[src/sac_pkg.sv]
// constants shared by the converter control sequencer
// assumes an 8-bit special-function register bus and a 250 MHz system clock
package sac_pkg;
  // ****************************************
  // register addresses
  // ****************************************
  localparam logic [7:0] ADDR_INPUT_PAIR_CONFIG = 8'h00_BA;
  localparam logic [7:0] ADDR_CHANNEL_SELECT = 8'h00_BB;
  localparam logic [7:0] ADDR_CONVERTER_CONFIG = 8'h00_BC;
  localparam logic [7:0] ADDR_RESULT_LOW_BYTE = 8'h00_BE;
  localparam logic [7:0] ADDR_RESULT_HIGH_BYTE = 8'h00_BF;
  localparam logic [7:0] ADDR_CONVERTER_CONTROL = 8'h00_E8;

  // ****************************************
  // reset values
  // ****************************************
  localparam logic [7:0] RST_INPUT_PAIR_CONFIG = 8'h00_00;
  localparam logic [7:0] RST_CHANNEL_SELECT = 8'h00_00;
  localparam logic [7:0] RST_CONVERTER_CONFIG = 8'h00_F8;
  localparam logic [7:0] RST_RESULT = 8'h00_00;
  localparam logic [7:0] RST_CONVERTER_CONTROL = 8'h00_00;

  // ****************************************
  // field positions
  // ****************************************
  localparam int CTL_ENABLE = 7;
  localparam int CTL_TRACK_MODE = 6;
  localparam int CTL_DONE = 5;
  localparam int CTL_BUSY = 4;
  localparam int CTL_MODE_HI = 3;
  localparam int CTL_MODE_LO = 2;
  localparam int CTL_WINDOW = 1;
  localparam int CTL_LJUST = 0;
  localparam int CFG_PERIOD_HI = 7;
  localparam int CFG_PERIOD_LO = 3;
  localparam int CFG_GAIN_HI = 2;
  localparam int CHAN_TEMP_BIT = 3;

  // ****************************************
  // start modes
  // ****************************************
  localparam logic [1:0] MODE_BUSY_WRITE = 2'h0;
  localparam logic [1:0] MODE_TIMER3 = 2'h1;
  localparam logic [1:0] MODE_EXT_PIN = 2'h2;
  localparam logic [1:0] MODE_TIMER2 = 2'h3;

  // ****************************************
  // timing
  // ****************************************
  localparam int TRACK_SAR_CLOCKS = 3;
  localparam int CONVERT_SAR_CLOCKS = 16;
  localparam int CLK_PERIOD_PS = 4000;
  localparam int SETTLE_NS_X10 = 15;
  localparam int SETTLE_CYCLES = (SETTLE_NS_X10 * 100000 + CLK_PERIOD_PS - 1) / CLK_PERIOD_PS;

  typedef enum logic [2:0] {
    SAC_IDLE = 3'b001,
    SAC_TRACK = 3'b010,
    SAC_CONVERT = 3'b100
  } sac_state_e;
endpackage

[src/sac_sequencer.sv]
// converter control sequencer: mux, gain and clock setup, start and track sequencing, result formatting
// assumes a synchronous special-function register bus, timer overflow pulses and an analog core
// that returns a straight binary code when the sequence ends
module sac_sequencer #(
  parameter int SETTLE_COUNT = sac_pkg::SETTLE_CYCLES
) (
  input wire logic clk_in, // system clock
  input wire logic arst_n_in, // asynchronous reset, active low
  input wire logic [7:0] sfr_addr_in, // register address
  input wire logic sfr_wr_in, // register write strobe
  input wire logic [7:0] sfr_wdata_in, // register write data
  output logic [7:0] sfr_rdata_out, // read data, one cycle after address
  input wire logic timer3_overflow_in, // third timer overflow pulse
  input wire logic timer2_overflow_in, // second timer overflow pulse
  input wire logic external_start_pin_in, // external start pin level
  input wire logic window_match_in, // window comparator match pulse
  input wire logic [9:0] core_code_in, // straight binary code from the core
  output logic converter_enable_out, // analog core powered
  output logic track_out, // track-and-hold tracking
  output logic convert_out, // core converting
  output logic sar_clock_tick_out, // one pulse per sar clock
  output logic [3:0] channel_address_out, // mux channel
  output logic temp_sensor_select_out, // temperature sensor routed
  output logic differential_out, // selected pair is differential
  output logic [2:0] amplifier_gain_code_out, // amplifier gain
  output logic mux_settled_out // settle time passed since mux or gain change
);

  // ****************************************
  // registers
  // ****************************************
  logic [3:0] input_pair_config_reg;
  logic [3:0] channel_select_reg;
  logic [7:0] converter_config_reg;
  logic [7:0] result_low_byte_reg;
  logic [7:0] result_high_byte_reg;
  logic converter_enable_reg;
  logic track_mode_reg;
  logic conversion_done_flag_reg;
  logic [1:0] start_mode_reg;
  logic window_match_flag_reg;
  logic left_justify_select_reg;
  sac_pkg::sac_state_e state_reg;
  sac_pkg::sac_state_e state_next;
  logic [5:0] div_cnt_reg;
  logic [4:0] tick_cnt_reg;
  logic sar_tick_reg;
  logic pin_prev_reg;
  logic diff_latched_reg;
  logic [8:0] settle_cnt_reg;

  logic wr_ctl;
  logic busy;
  logic pin_rise;
  logic trigger;
  logic finish;
  logic [4:0] sar_clock_period;
  logic [5:0] div_last;
  logic selected_diff;
  logic [9:0] code_twos;

  assign wr_ctl = sfr_wr_in && (sfr_addr_in == sac_pkg::ADDR_CONVERTER_CONTROL);
  assign busy = (state_reg != sac_pkg::SAC_IDLE);
  assign pin_rise = external_start_pin_in && !pin_prev_reg;
  assign sar_clock_period = converter_config_reg[sac_pkg::CFG_PERIOD_HI:sac_pkg::CFG_PERIOD_LO];
  // code with top bit set picks the sensor; odd member of a differential pair maps to its pair
  assign selected_diff = !channel_select_reg[sac_pkg::CHAN_TEMP_BIT] &&
                         input_pair_config_reg[channel_select_reg[2:1]];
  // core code is offset binary for differential inputs; flipping the msb gives two's complement
  assign code_twos = {core_code_in[9] ^ diff_latched_reg, core_code_in[8:0]};

  // ****************************************
  // sar clock divider
  // ****************************************
  always_comb begin
    if (sar_clock_period == 5'h0_0) begin
      div_last = 6'h0_0;
    end else begin
      div_last = 6'(({1'b0, sar_clock_period} << 1) + 6'h0_1);
    end
  end

  always_ff @(posedge clk_in or negedge arst_n_in) begin
    if (!arst_n_in) begin
      div_cnt_reg <= 6'h0_0;
      sar_tick_reg <= 1'b0;
    end else begin
      // counter restarts at a trigger so the track phase lasts whole sar clocks
      if (trigger || div_cnt_reg >= div_last) begin
        div_cnt_reg <= 6'h0_0;
      end else begin
        div_cnt_reg <= div_cnt_reg + 6'h0_1;
      end
      sar_tick_reg <= !trigger && (div_cnt_reg >= div_last);
    end
  end

  // ****************************************
  // start of conversion
  // ****************************************
  always_comb begin
    case (start_mode_reg)
      sac_pkg::MODE_BUSY_WRITE: trigger = wr_ctl && sfr_wdata_in[sac_pkg::CTL_BUSY];
      sac_pkg::MODE_TIMER3: trigger = timer3_overflow_in;
      sac_pkg::MODE_EXT_PIN: trigger = pin_rise;
      sac_pkg::MODE_TIMER2: trigger = timer2_overflow_in;
      default: trigger = 1'b0;
    endcase
    trigger = trigger && converter_enable_reg && !busy;
  end

  assign finish = (state_reg == sac_pkg::SAC_CONVERT) && sar_tick_reg &&
                  (tick_cnt_reg == 5'(sac_pkg::CONVERT_SAR_CLOCKS - 1));

  always_comb begin
    state_next = state_reg;
    case (state_reg)
      sac_pkg::SAC_IDLE: begin
        if (trigger) begin
          // pin mode has already tracked while the pin was low
          if (track_mode_reg && start_mode_reg != sac_pkg::MODE_EXT_PIN) begin
            state_next = sac_pkg::SAC_TRACK;
          end else begin
            state_next = sac_pkg::SAC_CONVERT;
          end
        end
      end
      sac_pkg::SAC_TRACK: begin
        if (sar_tick_reg && tick_cnt_reg == 5'(sac_pkg::TRACK_SAR_CLOCKS - 1)) begin
          state_next = sac_pkg::SAC_CONVERT;
        end
      end
      sac_pkg::SAC_CONVERT: begin
        if (finish) begin
          state_next = sac_pkg::SAC_IDLE;
        end
      end
      default: state_next = sac_pkg::SAC_IDLE;
    endcase
    if (!converter_enable_reg) begin
      state_next = sac_pkg::SAC_IDLE;
    end
  end

  always_ff @(posedge clk_in or negedge arst_n_in) begin
    if (!arst_n_in) begin
      state_reg <= sac_pkg::SAC_IDLE;
      tick_cnt_reg <= 5'h0_0;
      diff_latched_reg <= 1'b0;
      pin_prev_reg <= 1'b1;
    end else begin
      state_reg <= state_next;
      pin_prev_reg <= external_start_pin_in;
      if (state_next != state_reg) begin
        tick_cnt_reg <= 5'h0_0;
      end else if (sar_tick_reg) begin
        tick_cnt_reg <= tick_cnt_reg + 5'h0_1;
      end
      if (trigger) begin
        diff_latched_reg <= selected_diff;
      end
    end
  end

  // ****************************************
  // register writes and flags
  // ****************************************
  always_ff @(posedge clk_in or negedge arst_n_in) begin
    if (!arst_n_in) begin
      input_pair_config_reg <= sac_pkg::RST_INPUT_PAIR_CONFIG[3:0];
      channel_select_reg <= sac_pkg::RST_CHANNEL_SELECT[3:0];
      converter_config_reg <= sac_pkg::RST_CONVERTER_CONFIG;
    end else if (sfr_wr_in) begin
      if (sfr_addr_in == sac_pkg::ADDR_INPUT_PAIR_CONFIG) begin
        input_pair_config_reg <= sfr_wdata_in[3:0];
      end
      if (sfr_addr_in == sac_pkg::ADDR_CHANNEL_SELECT) begin
        channel_select_reg <= sfr_wdata_in[3:0];
      end
      if (sfr_addr_in == sac_pkg::ADDR_CONVERTER_CONFIG) begin
        converter_config_reg <= sfr_wdata_in;
      end
    end
  end

  always_ff @(posedge clk_in or negedge arst_n_in) begin
    if (!arst_n_in) begin
      converter_enable_reg <= sac_pkg::RST_CONVERTER_CONTROL[sac_pkg::CTL_ENABLE];
      track_mode_reg <= sac_pkg::RST_CONVERTER_CONTROL[sac_pkg::CTL_TRACK_MODE];
      start_mode_reg <= sac_pkg::RST_CONVERTER_CONTROL[sac_pkg::CTL_MODE_HI:sac_pkg::CTL_MODE_LO];
      left_justify_select_reg <= sac_pkg::RST_CONVERTER_CONTROL[sac_pkg::CTL_LJUST];
    end else if (wr_ctl) begin
      converter_enable_reg <= sfr_wdata_in[sac_pkg::CTL_ENABLE];
      track_mode_reg <= sfr_wdata_in[sac_pkg::CTL_TRACK_MODE];
      start_mode_reg <= sfr_wdata_in[sac_pkg::CTL_MODE_HI:sac_pkg::CTL_MODE_LO];
      left_justify_select_reg <= sfr_wdata_in[sac_pkg::CTL_LJUST];
    end
  end

  // hardware set beats a software clear in the same cycle
  always_ff @(posedge clk_in or negedge arst_n_in) begin
    if (!arst_n_in) begin
      conversion_done_flag_reg <= sac_pkg::RST_CONVERTER_CONTROL[sac_pkg::CTL_DONE];
      window_match_flag_reg <= sac_pkg::RST_CONVERTER_CONTROL[sac_pkg::CTL_WINDOW];
    end else begin
      if (finish) begin
        conversion_done_flag_reg <= 1'b1;
      end else if (wr_ctl) begin
        conversion_done_flag_reg <= sfr_wdata_in[sac_pkg::CTL_DONE];
      end
      if (window_match_in) begin
        window_match_flag_reg <= 1'b1;
      end else if (wr_ctl) begin
        window_match_flag_reg <= sfr_wdata_in[sac_pkg::CTL_WINDOW];
      end
    end
  end

  // ****************************************
  // result bytes
  // ****************************************
  always_ff @(posedge clk_in or negedge arst_n_in) begin
    if (!arst_n_in) begin
      result_low_byte_reg <= sac_pkg::RST_RESULT;
      result_high_byte_reg <= sac_pkg::RST_RESULT;
    end else if (finish) begin
      // justification is sampled at the end, so a change mid-conversion takes effect on this result
      if (left_justify_select_reg) begin
        result_high_byte_reg <= code_twos[9:2];
        result_low_byte_reg <= {code_twos[1:0], 6'h0_0};
      end else begin
        result_high_byte_reg <= {{6{code_twos[9] & diff_latched_reg}}, code_twos[9:8]};
        result_low_byte_reg <= code_twos[7:0];
      end
    end else if (sfr_wr_in) begin
      if (sfr_addr_in == sac_pkg::ADDR_RESULT_LOW_BYTE) begin
        result_low_byte_reg <= sfr_wdata_in;
      end
      if (sfr_addr_in == sac_pkg::ADDR_RESULT_HIGH_BYTE) begin
        result_high_byte_reg <= sfr_wdata_in;
      end
    end
  end

  // ****************************************
  // settle monitor
  // ****************************************
  // software still owns the settle wait; this only reports it
  always_ff @(posedge clk_in or negedge arst_n_in) begin
    if (!arst_n_in) begin
      settle_cnt_reg <= 9'h0_00;
      mux_settled_out <= 1'b0;
    end else begin
      if (sfr_wr_in && (sfr_addr_in == sac_pkg::ADDR_CHANNEL_SELECT ||
                        sfr_addr_in == sac_pkg::ADDR_INPUT_PAIR_CONFIG ||
                        sfr_addr_in == sac_pkg::ADDR_CONVERTER_CONFIG)) begin
        settle_cnt_reg <= 9'h0_00;
        mux_settled_out <= 1'b0;
      end else if (settle_cnt_reg < 9'(SETTLE_COUNT - 1)) begin
        settle_cnt_reg <= settle_cnt_reg + 9'h0_01;
      end else begin
        mux_settled_out <= 1'b1;
      end
    end
  end

  // ****************************************
  // outputs and read data
  // ****************************************
  always_ff @(posedge clk_in or negedge arst_n_in) begin
    if (!arst_n_in) begin
      converter_enable_out <= 1'b0;
      track_out <= 1'b0;
      convert_out <= 1'b0;
      sar_clock_tick_out <= 1'b0;
      channel_address_out <= 4'h0;
      temp_sensor_select_out <= 1'b0;
      differential_out <= 1'b0;
      amplifier_gain_code_out <= 3'h0;
      sfr_rdata_out <= 8'h00_00;
    end else begin
      converter_enable_out <= converter_enable_reg;
      convert_out <= (state_reg == sac_pkg::SAC_CONVERT);
      if (!converter_enable_reg) begin
        track_out <= 1'b0;
      end else if (!track_mode_reg) begin
        track_out <= (state_reg != sac_pkg::SAC_CONVERT);
      end else if (start_mode_reg == sac_pkg::MODE_EXT_PIN) begin
        track_out <= (state_reg == sac_pkg::SAC_IDLE) && !external_start_pin_in;
      end else begin
        track_out <= (state_reg == sac_pkg::SAC_TRACK);
      end
      sar_clock_tick_out <= sar_tick_reg;
      channel_address_out <= channel_select_reg;
      temp_sensor_select_out <= channel_select_reg[sac_pkg::CHAN_TEMP_BIT];
      differential_out <= selected_diff;
      amplifier_gain_code_out <= converter_config_reg[sac_pkg::CFG_GAIN_HI:0];
      case (sfr_addr_in)
        sac_pkg::ADDR_INPUT_PAIR_CONFIG: sfr_rdata_out <= {4'h0, input_pair_config_reg};
        sac_pkg::ADDR_CHANNEL_SELECT: sfr_rdata_out <= {4'h0, channel_select_reg};
        sac_pkg::ADDR_CONVERTER_CONFIG: sfr_rdata_out <= converter_config_reg;
        sac_pkg::ADDR_RESULT_LOW_BYTE: sfr_rdata_out <= result_low_byte_reg;
        sac_pkg::ADDR_RESULT_HIGH_BYTE: sfr_rdata_out <= result_high_byte_reg;
        sac_pkg::ADDR_CONVERTER_CONTROL: sfr_rdata_out <= {converter_enable_reg, track_mode_reg,
                                                           conversion_done_flag_reg, busy, start_mode_reg,
                                                           window_match_flag_reg, left_justify_select_reg};
        default: sfr_rdata_out <= 8'h00_00;
      endcase
    end
  end

endmodule

[config.mk]
export PLATFORM = sky130hd
export DESIGN_NAME = sac_sequencer
export DESIGN_NICKNAME = d
export VERILOG_FILES = /design/src/sac_pkg.sv /design/src/sac_sequencer.sv
export SDC_FILE = /design/constraint.sdc
export NUM_CORES = 1
export LEC_CHECK = 0
export BUFFER_PORTS_ARGS = -buffer_cell sky130_fd_sc_hd__buf_2
export CAP_MARGIN = 20
export CORE_UTILIZATION = 45
export CTS_CLUSTER_DIAMETER = 120
export DETAILED_ROUTE_END_ITERATION = 8
export GPL_TIMING_DRIVEN = 1
export PLACE_DENSITY = 0.64
export SLEW_MARGIN = 20
export SYNTH_ARGS = -nofsm -noshare
export SYNTH_HDL_FRONTEND = slang
export SYNTH_SLANG_ARGS = --single-unit
[constraint.sdc]
create_clock -name clk_in -period 3.9 [get_ports clk_in]
set_clock_uncertainty 0.15 [all_clocks]
set_input_delay 0.39 -clock clk_in [delete_from_list [all_inputs] [get_ports clk_in]]
set_output_delay 0.39 -clock clk_in [all_outputs]
set_load 0.02 [all_outputs]
[Word-level counts from Yosys, hierarchy flattened]
Cells that the tools add are included.
Cells by class
  $add $sub $neg: 4
  order comparisons: 3
  eq/ne operators: 19
  muxes and demuxes: 33
  bitwise gates (word level): 2
  reductions and logical operators: 35
Operators by type and width (count)
  8-bit 2-to-1 mux: 8
  8-bit equality test, second input constant: 6
  8-bit one-hot mux with 6 select lines: 1
  9-bit 2-to-1 mux: 2
  3-bit 2-to-1 mux: 5
  2-bit nonzero test: 7
  1-bit logical AND: 13
  6-bit by 1-bit adder with 6-bit output, second input constant: 2
  6-bit 2-to-1 mux: 2
  1-bit 2-to-1 mux: 10
  5-bit 2-to-1 mux: 2
  2-bit AND reduction: 5
  9-bit by 1-bit adder with 9-bit output, second input constant: 1
  9-bit less-than comparator, second input constant: 1
  3-bit one-hot mux with 3 select lines: 1
  6-bit greater-or-equal comparator: 1
  5-bit by 1-bit adder with 5-bit output, second input constant: 1
  5-bit by 2-bit equality test with 1-bit output, second input constant: 1
  5-bit by 4-bit equality test with 1-bit output, second input constant: 1
  1-bit zero test: 5
  5-bit zero test: 1
  2-bit equality test, second input constant: 2
  2-bit != test, second input constant: 2
  1-bit one-hot mux with 4 select lines: 1
  13 further kinds: 15
Word-level totals
  register bits: 87
  bits of input ports: 33
  output and inout port bits: 22
  logic and storage cells: 124

[Depth between registers and ports, before layout]
  depth after elaboration: 11
  depth in mapped cells: 8
  gate-level depth less buffers: 7

[Least setup slack after synthesis]
OpenSTA, ideal clock, no wires.
  kind: input -> register
  start point: in sfr_addr_in[1]
  end point: reg diff_latched_reg
  setup time: 0.125 ns
  arrival: 1.928 ns
  required time: 3.625 ns
  slack: 1.697 ns
  stages on the path: 4
  buffers on the path: 0
  path through: or4b_4 o41a_1 nor3_4 mux2_2
Between the ends
  longest elaborated chain between the ends: 6
RTL lines
  start: declaration: line sac_sequencer.sv:9  | input wire logic [7:0] sfr_addr_in,
  8-bit equality test: line sac_sequencer.sv:62  | assign wr_ctl = sfr_wr_in && (sfr_addr_in == sac_pkg::ADDR_CONVERTER_CONTROL);
  1-bit logical AND: line sac_sequencer.sv:62
  1-bit logical AND: line sac_sequencer.sv:103  | sac_pkg::MODE_BUSY_WRITE: trigger = wr_ctl && sfr_wdata_in[sac_pkg::CTL_BUSY];
  1-bit one-hot mux with 4 select lines: line sac_sequencer.sv:102  | case (start_mode_reg)
  1-bit logical AND (2 in series): line sac_sequencer.sv:109  | trigger = trigger && converter_enable_reg && !busy;
  end signal: assignment: line sac_sequencer.sv:160  | diff_latched_reg <= selected_diff;
  end: declaration: line sac_sequencer.sv:49  | logic diff_latched_reg;
Every way passes these cells.
A chain may end at the register's enable or synchronous reset.

[Final worst setup path]
  start point: in sfr_addr_in[0]
  end point: reg diff_latched_reg
Same word-level chain as after synthesis.

==> run metrics <==
CTS tree=done; r2r startpoint=converter_config_reg[7]; # Post-CTS Setup Buffers=0; Avg Vias per Cell=5.390; vias in the first global route=3066; top cells by area, synth=dfrtp_1 (46%), mux2i_1 (6.1%), mux2_2 (5.8%); final wirelength=9324 um; fill count=854; Starting Density=0.4624; CP bufs+invs=1; Core Box Area=0.009240 mm^2; crit-path max cell delay=0.58 ns; largest net degree at the start of global routing=87; Top Layer Used=met4; clock latency on the worst-skew pair=0.35 ns; Switching Share=0.2984; H-tree depth=3; detailed placement HPWL=6600 um; Site Rows=35; IO Port Bufs=54; fraction of layout cells with a size suffix above 1=0.2396; worst hold path type=in -> reg; Post-Syn Area=0.004273 mm^2; sw power=0.7095 mW; Gate power share=0.196; cells along the critical path=buf_2 -> or4b_4 -> o41a_1 -> nor3_4 -> mux2_2; CTS resizes=0; setup_tns=0 ns; CP delay by family, top=simple AND/OR/NAND/NOR gates; Die Span Y=99.45 um; post-route ant nets=0; clock sinks=86; fin. max-slew vios=0; Max VDD drop=0.2702 mV; Synth area leader=dfrtp_1; clock power share=0.313; PwrDens=483.0 mW/mm^2; clock buffer depth=2; Critical Path Start=sfr_addr_in[0]; # hold bufs at CTS=1; clk slew on worst S/H paths=0.08 ns; number of flops mapped to enable cells by yosys=0; Overall Global Routing Usage=0.2057; Synth Register Bits=86; number of remaining DRC errors=0; final net count=495; WL met1=4404 um; num ports=55; routed vias=3148; Setup CP Type=in -> reg; crit path max fanout=20; ys flop type=dfrtp_1; initial drt markers=83; Routed WL per cell=15.97 um; Synth Instances=396; fin crit share=0.6303; total power=2.378 mW; die width=99.45 um; CP max-delay cell=or4b_4; commonest cells in the netlist=dfrtp_1 (79), a21oi_1 (26), mux2i_1 (26), nand2_1 (23), mux2_2 (22); wire length on met2=4496 um; Seq/Total Area, Yosys=0.5057; Period minus WS final=2.458 ns; Req. time, crit path=3.99 ns; TritonCTS Buffers=9; Startpoint Class=primary input; post-synth cell types=52; first-pass GRT wire length=15680 um; Met3 Wirelength=337 um; ANT cells=0; syn_area_per_cell=10.79 um^2; CTS Root Cell=clkbuf_8; fraction of registers with async set/reset=1.000; Synth top area share=0.4627; initial antenna violation count=0; top-count cell post-synth=dfrtp_1; Reg power frac=0.491; Static Leak=2.299 nW; startpoint of the worst hold path=window_match_in; crit path DAT=2.55 ns; Internal=1.668 mW; Die ar.=0.009889 mm^2; area growth from synthesis to layout=15.23%; Remaining Overflow, GRT=0; Fin. Hold Viols=0; Fmax achieved=406.8 MHz; drt pass-1 iters=4; status=finished, final reports clean; Mapped Nets=441; RD Place Congestion=0.7782; crit end category=flop; MaxCap Viol Count=0; setup violators final=0; Slew @ Worst Pin=1.037 ns; Slew HR=0.3032; YS warnings=0; number of flip-flops in the largest register=9; RSZ-0062 raised after global routing=no
[final cells by class]
cell class / instances / area, um^2 / share of cell area
flip-flops and latches: 86 / 2161 / 0.4389
multi-input cells: 278 / 1989 / 0.4041
repair buffers: 58 / 311.5 / 0.06328
well taps: 129 / 161.4 / 0.03278
clock buffers: 10 / 127.6 / 0.02592
clock inverters: 6 / 108.9 / 0.02211
inverters: 17 / 63.81 / 0.01296
[routing by layer]
layer / track usage / vias to the layer above
met5: 0 / -
met4: 0.04864 / 0
met3: 0.04568 / 8
met2: 0.3285 / 64
met1: 0.2876 / 1530
li1: - / 1546
[worst reg2reg max path: cells and delay by family, from the launching register on]
| family | cells | cell delay, ns |
|---|---|---|
| adder cells (fa/ha/maj) | 1 | 0.27 |
| AO/OA/AOI/OAI | 2 | 0.75 |
| AND/OR/NAND/NOR | 4 | 0.58 |
| flip-flops | 1 | 0.39 |
[kinds of logic after synthesis]
kind of cell	synth area share
buffers and inverters	0.03104
adders and majority gates	0.03514
muxes	0.1242
AOI/OAI and AO/OA	0.1209
DFF	0.5057
xor gates and xnor gates	0.02255
and+or+nand+nor	0.1605
[path summary, 6_finish.rpt]
check | slack (ns) | end | cells past startpoint
max in group asynchronous | 2.57 | result_high_byte_reg[3] | 2
setup reg to reg | 1.72 | sar_tick_reg | 7
min in group asynchronous | 0.51 | track_out | 2
setup / recovery | 1.44 | diff_latched_reg | 5
hold / removal | 0.07 | window_match_flag_reg | 2
hold reg to reg | 0.26 | amplifier_gain_code_out[1] | 0
[placed cells by master, fill, tap and decap left out, types with 7 or more instances in the layout]
cell type,synthesis,final
nor2_1,20,20
inv_1,17,17
nand2_1,23,23
nand3_1,18,18
xnor2_1,7,7
a22oi_1,15,15
nand2b_1,12,12
clkbuf_8,0,9
ha_1,12,12
buf_2,1,53
mux2_2,22,22
mux2i_1,26,26
dfstp_2,7,7
dfrtp_1,79,79
a21oi_1,26,26
o21ai_0,19,19
nor3_1,18,16
[stage by stage]
stage	util	area [um^2]	hold WS, ns	setup slack (ns)	cells
floorplan	-	4273	-0.05559	1.697	396
global placement	0.5041	4658	0.2409	1.073	566
detailed placement	0.5041	4658	0.2342	1.058	566
CTS	0.5308	4905	0.06227	1.441	583
global route	0.5328	4923	0.06619	1.362	584
finish	0.5328	4923	0.07493	1.442	584
[power groups by stage]
stage	Combinational [mW]	Clock (mW)	Sequential (mW)
after floorplan	0.362	0	1.14
after global placement	0.451	0	1.18
after detailed placement	0.467	0	1.18
after CTS	0.471	0.765	1.17
after global routing	0.540	0.803	1.19
final	0.466	0.744	1.17
No activity file was read; power rests on OpenSTA's default activity.
